**src/rcto_pkg.sv**
```systemverilog
// Purpose: constants for the reset-cause and start-up time-out block
// Assumes: 10 MHz mclk, AXI4-Lite register access
// Notes: delays are counted in mclk cycles; the power-up count is derived from its time, the start-up count is fixed
package rcto_pkg;
   // Register byte addresses
   localparam logic [7:0] ADDR_PWR_STATUS = 8'h00; // Power reset status, two flags
   localparam logic [7:0] ADDR_CORE_STATUS = 8'h04; // Timeout/powerdown, upper status bits
   localparam logic [7:0] ADDR_CONFIG = 8'h08; // Oscillator mode, timer off, brown-out enable
   localparam logic [7:0] ADDR_PC = 8'h0c; // Program counter restart value
   localparam logic [7:0] ADDR_IRQ_STAT = 8'h10; // Sticky event bits, write one clears
   localparam logic [7:0] ADDR_IRQ_MASK = 8'h14; // Interrupt mask
   localparam logic [7:0] ADDR_STATE = 8'h18; // Sequencer state, in-reset flag
   // Field positions
   localparam int BROWNOUT_BIT = 0; // Brown-out flag in power status
   localparam int POWERON_BIT = 1; // Power-on flag in power status
   localparam int TIMEOUT_BIT = 4; // Timeout flag in core status
   localparam int POWERDOWN_BIT = 3; // Power-down flag in core status
   localparam int CFG_TIMER_OFF_BIT = 2; // Power-up timer off bit in config
   localparam int CFG_BOD_EN_BIT = 3; // Brown-out detect enable in config
   // Reset values
   localparam logic [1:0] PWR_STATUS_RST = 2'h0; // Power-on clears power-on flag
   localparam logic [7:0] CORE_STATUS_POR = 8'h18; // Pattern 0001 1xxx, x taken as 0
   localparam logic [3:0] CONFIG_RST = 4'h0; // Low-power crystal, timer on, no brown-out
   localparam logic [12:0] PC_RESET = 13'h000; // Reset vector
   localparam logic [12:0] PC_IRQ_VECTOR = 13'h004; // Interrupt vector
   // Oscillator modes
   localparam logic [1:0] OSC_LOW_POWER = 2'h0;
   localparam logic [1:0] OSC_STANDARD = 2'h1;
   localparam logic [1:0] OSC_HIGH_SPEED = 2'h2;
   localparam logic [1:0] OSC_RES_CAP = 2'h3;
   // Timing
   localparam int CLK_HZ = 10_000_000;
   localparam int POWERUP_DELAY_MS = 72;
   localparam int POWERUP_CYCLES = POWERUP_DELAY_MS * (CLK_HZ / 1000);
   localparam int OSC_STARTUP_CYCLES = 1024;
   // Event bits for the interrupt status
   localparam int EV_POR = 0;
   localparam int EV_BROWNOUT = 1;
   localparam int EV_WATCHDOG = 2;
   localparam int EV_MASTERCLR = 3;
   localparam int EV_WAKE = 4;
   localparam int EV_RELEASE = 5;
   localparam int EV_WIDTH = 6;
   // Sequencer states
   typedef enum logic [2:0] {
      SEQ_RUN = 3'b001,
      SEQ_PWRUP = 3'b010,
      SEQ_OSC = 3'b100
   } rcto_seq_t;
endpackage

```
**src/rcto_delay_counter.sv**
```systemverilog
// Purpose: loadable down-counter for the time-out delays
// Assumes: load has priority over counting
// Notes: done pulses one cycle when the count reaches zero
module rcto_delay_counter (
   input wire logic mclk,
   input wire logic rst,
   input wire logic load,
   input wire logic [19:0] loadValue,
   output logic done
);
   logic [19:0] count_ff; // Remaining cycles
   logic running_ff; // Counting in progress

   // Count down from the loaded value; a fresh load restarts at once
   always_ff @(posedge mclk or posedge rst) begin
      if (rst) begin
         count_ff <= 20'h00000;
         running_ff <= 1'b0;
      end else if (load) begin
         count_ff <= loadValue;
         running_ff <= 1'b1;
      end else if (running_ff && count_ff != 20'h00000) begin
         count_ff <= count_ff - 20'h00001;
      end else begin
         running_ff <= 1'b0;
      end
   end

   // Done as the count runs out; a load in the same cycle overrides it
   always_ff @(posedge mclk or posedge rst) begin
      if (rst) begin
         done <= 1'b0;
      end else begin
         done <= running_ff && !load && count_ff == 20'h00001;
      end
   end
endmodule

```
**src/reset_cause_and_timeout_logic.sv**
```systemverilog
// Purpose: records reset causes and holds the core in reset through start-up delays
// Assumes: reset events are one-cycle pulses synchronous to mclk
// Notes: core flags and restart address are readable over AXI4-Lite
//
// Notes on behaviour
// - Brown-out flag bit 0, cleared by brown-out
// - Brown-out flag meaningless while brown-out disabled
// - Power-on flag bit 1, cleared by power-on
// - Crystal: 72 ms plus 1024 or 1024 only
// - RC mode: 72 ms or none, no start-up wait
// - Power-on sets timeout, powerdown, loads zero PC
// - Brown-out, watchdog reset, watchdog wake flag codes
// - Master clear keeps flags, clears upper status
// - Sleep master clear or interrupt wake: timeout1 powerdown0
// - Resets load 000h; wake-ups continue PC+1
// - Interrupt wake with global enable: vector
// - Oscillator count starts after power-up delay
// - Brown-out enable forces power-up delay
module reset_cause_and_timeout_logic (
   input wire logic mclk,
   input wire logic rst,
   input wire logic porEvent,
   input wire logic brownoutEvent,
   input wire logic watchdogEvent,
   input wire logic masterClearEvent,
   input wire logic irqWakeEvent,
   input wire logic sleeping,
   input wire logic globalIrqEnable,
   input wire logic [12:0] currentPc,
   input wire logic [31:0] s_axi_awaddr,
   input wire logic s_axi_awvalid,
   output logic s_axi_awready,
   input wire logic [31:0] s_axi_wdata,
   input wire logic [3:0] s_axi_wstrb,
   input wire logic s_axi_wvalid,
   output logic s_axi_wready,
   output logic [1:0] s_axi_bresp,
   output logic s_axi_bvalid,
   input wire logic s_axi_bready,
   input wire logic [31:0] s_axi_araddr,
   input wire logic s_axi_arvalid,
   output logic s_axi_arready,
   output logic [31:0] s_axi_rdata,
   output logic [1:0] s_axi_rresp,
   output logic s_axi_rvalid,
   input wire logic s_axi_rready,
   output logic coreReset,
   output logic [12:0] restartPc,
   output logic irq
);
   ////////////////////////////////////////////////////////////////////////////
   // Declarations
   logic [1:0] pwrStatus_ff; // Power reset status flags
   logic [7:0] coreStatus_ff; // Upper status byte incl. timeout/powerdown
   logic [3:0] config_ff; // Oscillator mode and timer options
   logic [rcto_pkg::EV_WIDTH-1:0] evStat_ff; // Sticky events
   logic [rcto_pkg::EV_WIDTH-1:0] evMask_ff; // Interrupt mask
   rcto_pkg::rcto_seq_t seq_ff; // Delay sequencer state
   logic awHeld_ff, wHeld_ff; // Captured write halves
   logic [7:0] awAddr_ff; // Captured write address
   logic [31:0] wData_ff; // Captured write data
   logic [3:0] wStrb_ff; // Captured strobes
   logic pwrLoad, oscLoad, pwrDone, oscDone; // Counter controls
   logic [rcto_pkg::EV_WIDTH-1:0] events; // Raw event vector
   logic anyReset; // Event that restarts the time-out sequence
   logic needPwrup, needOsc, isCrystal; // Delay selection
   logic doWrite; // Both write halves present
   logic [rcto_pkg::EV_WIDTH-1:0] clrBits; // Write-one-to-clear bits
   logic [31:0] rdValue; // Read mux

   ////////////////////////////////////////////////////////////////////////////
   // Event decode and delay selection
   assign events = {pwrDone | oscDone, irqWakeEvent, masterClearEvent,
                    watchdogEvent, brownoutEvent, porEvent};
   assign isCrystal = config_ff[1:0] != rcto_pkg::OSC_RES_CAP;
   // Power-up delay on power-on with timer on or brown-out detect enabled, always on brown-out
   assign needPwrup = brownoutEvent ||
      (porEvent && (!config_ff[rcto_pkg::CFG_TIMER_OFF_BIT]
                    || config_ff[rcto_pkg::CFG_BOD_EN_BIT]));
   // Start-up wait only in crystal modes; sleep wake-ups count too
   assign needOsc = isCrystal &&
      (porEvent || brownoutEvent || (sleeping && (watchdogEvent || irqWakeEvent)));
   assign anyReset = porEvent | brownoutEvent | watchdogEvent | masterClearEvent |
                     (sleeping & irqWakeEvent);
   // A new event reloads only the counter it needs; a counter it does not load keeps counting its old run
   assign pwrLoad = anyReset && needPwrup;
   assign oscLoad = (anyReset && !needPwrup && needOsc) ||
                    (seq_ff == rcto_pkg::SEQ_PWRUP && pwrDone && isCrystal);

   rcto_delay_counter u_pwrup (
      .mclk(mclk),
      .rst(rst),
      .load(pwrLoad),
      .loadValue(20'(rcto_pkg::POWERUP_CYCLES)),
      .done(pwrDone)
   );

   rcto_delay_counter u_osc (
      .mclk(mclk),
      .rst(rst),
      .load(oscLoad),
      .loadValue(20'(rcto_pkg::OSC_STARTUP_CYCLES)),
      .done(oscDone)
   );

   ////////////////////////////////////////////////////////////////////////////
   // Sequencer: power-up delay, then oscillator count, then run
   always_ff @(posedge mclk or posedge rst) begin
      if (rst) begin
         seq_ff <= rcto_pkg::SEQ_RUN;
      end else if (pwrLoad) begin
         seq_ff <= rcto_pkg::SEQ_PWRUP;
      end else if (oscLoad) begin
         seq_ff <= rcto_pkg::SEQ_OSC;
      end else begin
         case (seq_ff)
            rcto_pkg::SEQ_PWRUP: begin
               if (pwrDone) begin
                  seq_ff <= rcto_pkg::SEQ_RUN; // RC mode ends here
               end
            end
            rcto_pkg::SEQ_OSC: begin
               if (oscDone) begin
                  seq_ff <= rcto_pkg::SEQ_RUN;
               end
            end
            default: begin
               seq_ff <= rcto_pkg::SEQ_RUN;
            end
         endcase
      end
   end

   // Core reset held while a delay runs or a master clear is asserted
   always_ff @(posedge mclk or posedge rst) begin
      if (rst) begin
         coreReset <= 1'b1;
      end else begin
         coreReset <= pwrLoad || oscLoad || anyReset ||
                      (seq_ff != rcto_pkg::SEQ_RUN && !(pwrDone && !isCrystal) && !oscDone);
      end
   end

   ////////////////////////////////////////////////////////////////////////////
   // Program counter restart value
   always_ff @(posedge mclk or posedge rst) begin
      if (rst) begin
         restartPc <= rcto_pkg::PC_RESET;
      end else if (porEvent || brownoutEvent || masterClearEvent ||
                   (watchdogEvent && !sleeping)) begin
         restartPc <= rcto_pkg::PC_RESET;
      end else if (sleeping && irqWakeEvent && globalIrqEnable) begin
         restartPc <= rcto_pkg::PC_IRQ_VECTOR;
      end else if (sleeping && (watchdogEvent || irqWakeEvent)) begin
         restartPc <= currentPc + 13'h0001;
      end
   end

   ////////////////////////////////////////////////////////////////////////////
   // Power reset status: hardware clears win over software writes
   always_ff @(posedge mclk or posedge rst) begin
      if (rst) begin
         pwrStatus_ff <= rcto_pkg::PWR_STATUS_RST;
      end else begin
         if (doWrite && awAddr_ff == rcto_pkg::ADDR_PWR_STATUS && wStrb_ff[0]) begin
            pwrStatus_ff <= wData_ff[1:0]; // Software sets flags
         end
         if (porEvent) begin
            pwrStatus_ff[rcto_pkg::POWERON_BIT] <= 1'b0;
         end
         // Brown-out flag just follows events; unreliable if detect is off
         if (brownoutEvent) begin
            pwrStatus_ff[rcto_pkg::BROWNOUT_BIT] <= 1'b0;
         end
      end
   end

   // Core status: timeout and power-down encodings per cause
   always_ff @(posedge mclk or posedge rst) begin
      if (rst) begin
         coreStatus_ff <= rcto_pkg::CORE_STATUS_POR;
      end else if (porEvent || brownoutEvent) begin
         coreStatus_ff <= rcto_pkg::CORE_STATUS_POR;
      end else if (watchdogEvent && sleeping) begin
         coreStatus_ff[rcto_pkg::TIMEOUT_BIT] <= 1'b0; // Watchdog wake
         coreStatus_ff[rcto_pkg::POWERDOWN_BIT] <= 1'b0;
      end else if (watchdogEvent) begin
         coreStatus_ff[7:5] <= 3'h0;
         coreStatus_ff[rcto_pkg::TIMEOUT_BIT] <= 1'b0;
         coreStatus_ff[rcto_pkg::POWERDOWN_BIT] <= 1'b1;
      end else if (masterClearEvent) begin
         coreStatus_ff[7:5] <= 3'h0;
         if (sleeping) begin
            coreStatus_ff[rcto_pkg::TIMEOUT_BIT] <= 1'b1;
            coreStatus_ff[rcto_pkg::POWERDOWN_BIT] <= 1'b0;
         end
      end else if (irqWakeEvent && sleeping) begin
         coreStatus_ff[rcto_pkg::TIMEOUT_BIT] <= 1'b1;
         coreStatus_ff[rcto_pkg::POWERDOWN_BIT] <= 1'b0;
      end
   end

   ////////////////////////////////////////////////////////////////////////////
   // Configuration, mask and sticky events
   assign clrBits = (doWrite && awAddr_ff == rcto_pkg::ADDR_IRQ_STAT && wStrb_ff[0]) ?
                    wData_ff[rcto_pkg::EV_WIDTH-1:0] : '0;

   always_ff @(posedge mclk or posedge rst) begin
      if (rst) begin
         config_ff <= rcto_pkg::CONFIG_RST;
         evMask_ff <= '0;
      end else if (doWrite && wStrb_ff[0]) begin
         if (awAddr_ff == rcto_pkg::ADDR_CONFIG) begin
            config_ff <= wData_ff[3:0];
         end else if (awAddr_ff == rcto_pkg::ADDR_IRQ_MASK) begin
            evMask_ff <= wData_ff[rcto_pkg::EV_WIDTH-1:0];
         end
      end
   end

   // New events win over a same-cycle clear
   always_ff @(posedge mclk or posedge rst) begin
      if (rst) begin
         evStat_ff <= '0;
         irq <= 1'b0;
      end else begin
         evStat_ff <= (evStat_ff & ~clrBits) | events;
         irq <= |(((evStat_ff & ~clrBits) | events) & evMask_ff);
      end
   end

   ////////////////////////////////////////////////////////////////////////////
   // AXI4-Lite write: take address and data in any order, answer after both
   assign doWrite = awHeld_ff && wHeld_ff && !s_axi_bvalid;

   always_ff @(posedge mclk or posedge rst) begin
      if (rst) begin
         awHeld_ff <= 1'b0;
         wHeld_ff <= 1'b0;
         awAddr_ff <= 8'h00;
         wData_ff <= 32'h00000000;
         wStrb_ff <= 4'h0;
         s_axi_bvalid <= 1'b0;
      end else begin
         if (s_axi_awvalid && s_axi_awready) begin
            awHeld_ff <= 1'b1;
            awAddr_ff <= {s_axi_awaddr[7:2], 2'b00};
         end
         if (s_axi_wvalid && s_axi_wready) begin
            wHeld_ff <= 1'b1;
            wData_ff <= s_axi_wdata;
            wStrb_ff <= s_axi_wstrb;
         end
         if (doWrite) begin
            s_axi_bvalid <= 1'b1;
            awHeld_ff <= 1'b0;
            wHeld_ff <= 1'b0;
         end else if (s_axi_bvalid && s_axi_bready) begin
            s_axi_bvalid <= 1'b0;
         end
      end
   end

   // Ready one cycle at a time; write halves refused while a reply is pending
   always_ff @(posedge mclk or posedge rst) begin
      if (rst) begin
         s_axi_awready <= 1'b0;
         s_axi_wready <= 1'b0;
      end else begin
         s_axi_awready <= !awHeld_ff && !s_axi_awready && !s_axi_bvalid && s_axi_awvalid;
         s_axi_wready <= !wHeld_ff && !s_axi_wready && !s_axi_bvalid && s_axi_wvalid;
      end
   end

   // Unmapped write addresses get OKAY and are dropped
   assign s_axi_bresp = 2'b00;

   ////////////////////////////////////////////////////////////////////////////
   // AXI4-Lite read
   always_comb begin
      rdValue = 32'h00000000;
      if (s_axi_araddr[7:0] == rcto_pkg::ADDR_PWR_STATUS) begin
         rdValue[1:0] = pwrStatus_ff;
      end else if (s_axi_araddr[7:0] == rcto_pkg::ADDR_CORE_STATUS) begin
         rdValue[7:0] = coreStatus_ff;
      end else if (s_axi_araddr[7:0] == rcto_pkg::ADDR_CONFIG) begin
         rdValue[3:0] = config_ff;
      end else if (s_axi_araddr[7:0] == rcto_pkg::ADDR_PC) begin
         rdValue[12:0] = restartPc;
      end else if (s_axi_araddr[7:0] == rcto_pkg::ADDR_IRQ_STAT) begin
         rdValue[rcto_pkg::EV_WIDTH-1:0] = evStat_ff;
      end else if (s_axi_araddr[7:0] == rcto_pkg::ADDR_IRQ_MASK) begin
         rdValue[rcto_pkg::EV_WIDTH-1:0] = evMask_ff;
      end else if (s_axi_araddr[7:0] == rcto_pkg::ADDR_STATE) begin
         rdValue[3:0] = {coreReset, seq_ff};
      end
   end

   always_ff @(posedge mclk or posedge rst) begin
      if (rst) begin
         s_axi_arready <= 1'b0;
         s_axi_rvalid <= 1'b0;
         s_axi_rdata <= 32'h00000000;
      end else begin
         s_axi_arready <= !s_axi_arready && !s_axi_rvalid && s_axi_arvalid;
         if (s_axi_arvalid && s_axi_arready) begin
            s_axi_rvalid <= 1'b1;
            s_axi_rdata <= rdValue;
         end else if (s_axi_rvalid && s_axi_rready) begin
            s_axi_rvalid <= 1'b0;
         end
      end
   end

   // Reads always answer OKAY; unmapped offsets return zero
   assign s_axi_rresp = 2'b00;
endmodule

```
**config.mk**
```make
export PLATFORM = sky130hd
export DESIGN_NAME = reset_cause_and_timeout_logic
export DESIGN_NICKNAME = d
export VERILOG_FILES = /design/src/rcto_pkg.sv /design/src/rcto_delay_counter.sv /design/src/reset_cause_and_timeout_logic.sv
export SDC_FILE = /design/constraint.sdc
export NUM_CORES = 1
export LEC_CHECK = 0
export ABC_AREA = 1
export BUFFER_PORTS_ARGS = -buffer_cell sky130_fd_sc_hd__buf_2
export CORE_MARGIN = 5
export CORE_UTILIZATION = 45
export CTS_CLUSTER_SIZE = 8
export DETAILED_ROUTE_END_ITERATION = 6
export PLACE_DENSITY = 0.7
export SLEW_MARGIN = 15
export SYNTH_ARGS = -nofsm -noshare
export SYNTH_HDL_FRONTEND = slang
export SYNTH_HIERARCHICAL = 1
export SYNTH_SLANG_ARGS = --single-unit
```
**constraint.sdc**
```tcl
create_clock -name mclk -period 3 [get_ports mclk]
set_input_delay 0.15 -clock mclk [delete_from_list [all_inputs] [get_ports mclk]]
set_output_delay 0.15 -clock mclk [all_outputs]
set_load 0.01 [all_outputs]
```
==> results by group <==
Flow run
  • Max Cap Viol: 0

Timing
  • Layout Skew: 0.00600 ns
  • Fmax: 462 MHz
  • Worst setup margin: around 0.83 ns
  • Endpoints failing setup: 0
  • Period utilization: just over 70%
  • Fin. Hold Viols: 0
  • Slew @ Worst Pin: between 0.9 and 1 ns
  • Setup TNS Final: 0 ns
  • Fin crit period: ~2.2 ns
  • Count of pins over their slew limit: 0
  • RSZ-0062 raised after global routing: no
  • Worst hold slack: between 0.04 and 0.05 ns
  • Slew headroom: 39.2%

Drt
  • Detail Route Antenna Nets: 0
  • Final WL: about 16 mm
  • WL/cell: approximately 13 um
  • Final routed DRC violation total: 0
  • DR pass1 iterations: 5
  • Vias: roughly 6000
  • Iter 0 DRT Violations: approximately 340
  • Post-DR vias/cell: approximately 4.8

Setup path
  • Worst path cell trace: dlygate4sd3_1 > buf_2 > nor2_2 > inv_2 > nand2_1 > o21ai_2 > a21oi_4 > clkinv_1 > or2_2 > nand3_2 > nand2_1
  • CP max-delay cell: dlygate4sd3_1
  • Crit path capture type: flip-flop
  • Buf+Inv Stages, Crit Path: 4
  • Worst-path fanout max: 18
  • WS Path Type: in2reg
  • Startpoint Class: primary input
  • CP max stage delay: 0.53 ns
  • Cell family with the largest share of critical-path delay: buffers and inverters
  • Crit-path most repeated cell: nand2_1
  • Worst Path Arrival: approximately 2.5 ns
  • CP required: around 3.3 ns

Placed design
  • Hpwl dp: ~12 mm
  • Number of port buffers: 80
  • Placement Setup Slack: roughly 0.92 ns
  • Placed insts: roughly 1200
  • GP Congestion: roughly 0.9

Global route
  • GRT Util Overall: roughly a fifth
  • Vias in the first global route: about 6000
  • Pin count of the biggest net entering global routing: 42
  • Antenna violations before repair: 0
  • GRT Residual Overflow: 0
  • First-pass GRT wire length: ~28 mm

Logic synthesis
  • Async set or reset register ratio after synthesis: between 90% and 100%
  • Distinct cell type count after synthesis: 48
  • Sequential share of the synthesized area: a little over two fifths
  • Prevailing post-synth register cell: dfrtp_1
  • Synthesized area: slightly below 7000 sq um
  • Synthesized area per cell: ~7.4 sq um
  • Post-synth top area share: about two fifths
  • FF+latch count, synth: 115
  • Area leader, netlist: dfrtp_1
  • Most frequent cells after synthesis: nand2_1, nand3_1, dfrtp_1
  • Synth area leaders: dfrtp_1, nand2_1, nand3_1, inv_1, nor2_1
  • EDFF count, synth: 0
  • Most common cell in the netlist: nand2_1
  • Synth warn: 6
  • Synth Instances: 937

Clock network
  • Reg clk slew, reported paths: 0.05 ns
  • CTS tree: built
  • TritonCTS Buffers: 17
  • Clk sinks: 115
  • Max Buffers Root-to-Sink: 2
  • Clk_lat worst skew: 0.42 ns
  • Setup bufs post-CTS: 0
  • Clock tree root driver cell: clkbuf_16
  • Max H-tree Level: 4

Outcome
  • Status: finished, final reports clean

Floorplanning
  • Die Height: approximately 130 um
  • Die W: between 100 and 150 um
  • Core Region: ~15000 sq um
  • Top-Level Pins: roughly 180
  • Initial Utilization: ~46%
  • Die footprint: between 15000 and 20000 sq um
  • # rows: 45

Pwr
  • Combinational fraction of design power: about a quarter
  • Sequential Power Share: between 30 and 40%
  • Total power: approximately 5600 uW
  • Internal power: 3630 uW
  • Sw Share: 34.6%
  • Worst vdd ir: 0.425 mV
  • Static leakage: 0.00432 uW
  • Power share of the clock group: approximately 36%
  • Psw: approximately 1900 uW
  • Pwr dens: between 600 and 700 nW/um^2

Layout
  • Finished Layout Cells: 1285
  • Final #Nets: ~1200
  • Share of cells above drive strength 1: between 10% and 20%
  • N_diodes: 0
  • P&R area growth vs syn: 20.9%

Hold path
  • Min-delay worst type: in2reg
-- routing by layer --
layer | part of all wire, % | vias to the layer above | GRT usage, %
li1 | - | 3197 | -
met1 | 46 | 2801 | 24.6
met2 | 48 | 116 | 31.3
met3 | 4.0 | 30 | 4.80
met4 | 2.3 | 0 | 6.97
met5 | 0 | - | 0
-- final cells by class --
cell class,instances,area (sq um)
Fill cell,1434,6750
Clock buffer,20,457
Inverter,108,409
Timing Repair Buffer,111,691
Clock inverter,12,133
Sequential cell,115,2880
Tap cell,188,235
Multi-Input combinational cell,731,3530
-- power by group through the flow --
stage | Sequential, uW | Clock, uW | Combinational, uW
floorplan | 2150 | 0 | 1040
global placement | 2210 | 0 | 1290
detailed placement | 2210 | 0 | 1330
CTS | 2190 | 2030 | 1360
global route | 2250 | 2100 | 1560
finish | 2200 | 2010 | 1350
-- tightest hold or removal path, delay by kind of cell --
family	cells	cell delay [ns]
AO/OA/AOI/OAI	2	0.19
buffers and inverters	1	0.09
-- flip-flops by register name, summed over array words and instances, names as in the netlist, 2 cells and up --
| signal | cells |
|---|---|
| s_axi_rdata | 13 |
| wData_ff | 6 |
| u_pwrup/count_ff | 20 |
| evStat_ff | 6 |
| u_osc/count_ff | 20 |
| restartPc | 13 |
| config_ff | 4 |
| coreStatus_ff | 2 |
| seq_ff | 3 |
| pwrStatus_ff | 2 |
| awAddr_ff | 6 |
| evMask_ff | 6 |
-- path summary, 6_finish.rpt --
check | from | to | cells past startpoint | slack (ns)
worst max-delay path | porEvent | u_osc/count_ff[12] | 11 | 0.83
worst min-delay path | currentPc[12] | restartPc[12] | 3 | 0.05
worst max register to register | config_ff[3] | u_pwrup/count_ff[7] | 8 | 0.91
worst min register to register | s_axi_arready | s_axi_arready | 1 | 0.44
max in group asynchronous | rst | u_pwrup/count_ff[7] | 3 | 1.92
min in group asynchronous | rst | wData_ff[2] | 3 | 0.24
-- placed cells by master (no fill, tap or decap), types with 6 or more instances in the layout --
cell | synthesis | final
ha_1 | 7 | 7
o21ai_2 | 6 | 6
o21ai_0 | 43 | 43
nand2_1 | 279 | 279
nand3_1 | 133 | 133
nand4_1 | 9 | 9
xor2_1 | 10 | 10
o21ai_1 | 9 | 9
dfrtp_1 | 111 | 111
conb_1 | 2 | 63
a21oi_1 | 11 | 11
nor2_4 | 6 | 6
xnor2_1 | 11 | 11
dlygate4sd3_1 | 0 | 23
clkbuf_16 | 0 | 17
inv_1 | 101 | 100
clkinvlp_4 | 0 | 6
buf_4 | 23 | 8
buf_2 | 4 | 80
nand2_2 | 6 | 6
nor2_2 | 11 | 11
nand3_2 | 7 | 7
nor2_1 | 80 | 80
-- cells by family after synthesis --
family | after synthesis | share of synthesized area [%]
AND/OR/NAND/NOR | 557 | 36.5
adder cells (fa/ha/maj) | 7 | 1.27
buffers and inverters | 152 | 10.3
AO/OA/AOI/OAI | 83 | 7.31
other | 2 | 0.109
flip-flops | 115 | 41.8
XOR/XNOR | 21 | 2.67
-- metrics by stage --
step           area, sq um  utilization, %
3_5_place_dp          7520            49.8
4_1_cts               8340            55.3
5_1_grt               8340            55.3
3_3_place_gp          7520            49.8
6_report              8340            55.3
2_1_floorplan         7120               -
-- repair_timing --
action / CTS / global route
setup endpoints to repair: 0 / 0
endpoints found under the hold margin: 54 / 0
hold buffers: 23 / 0
gates resized for setup: 0 / 0
(Power assumes the default switching activity.)
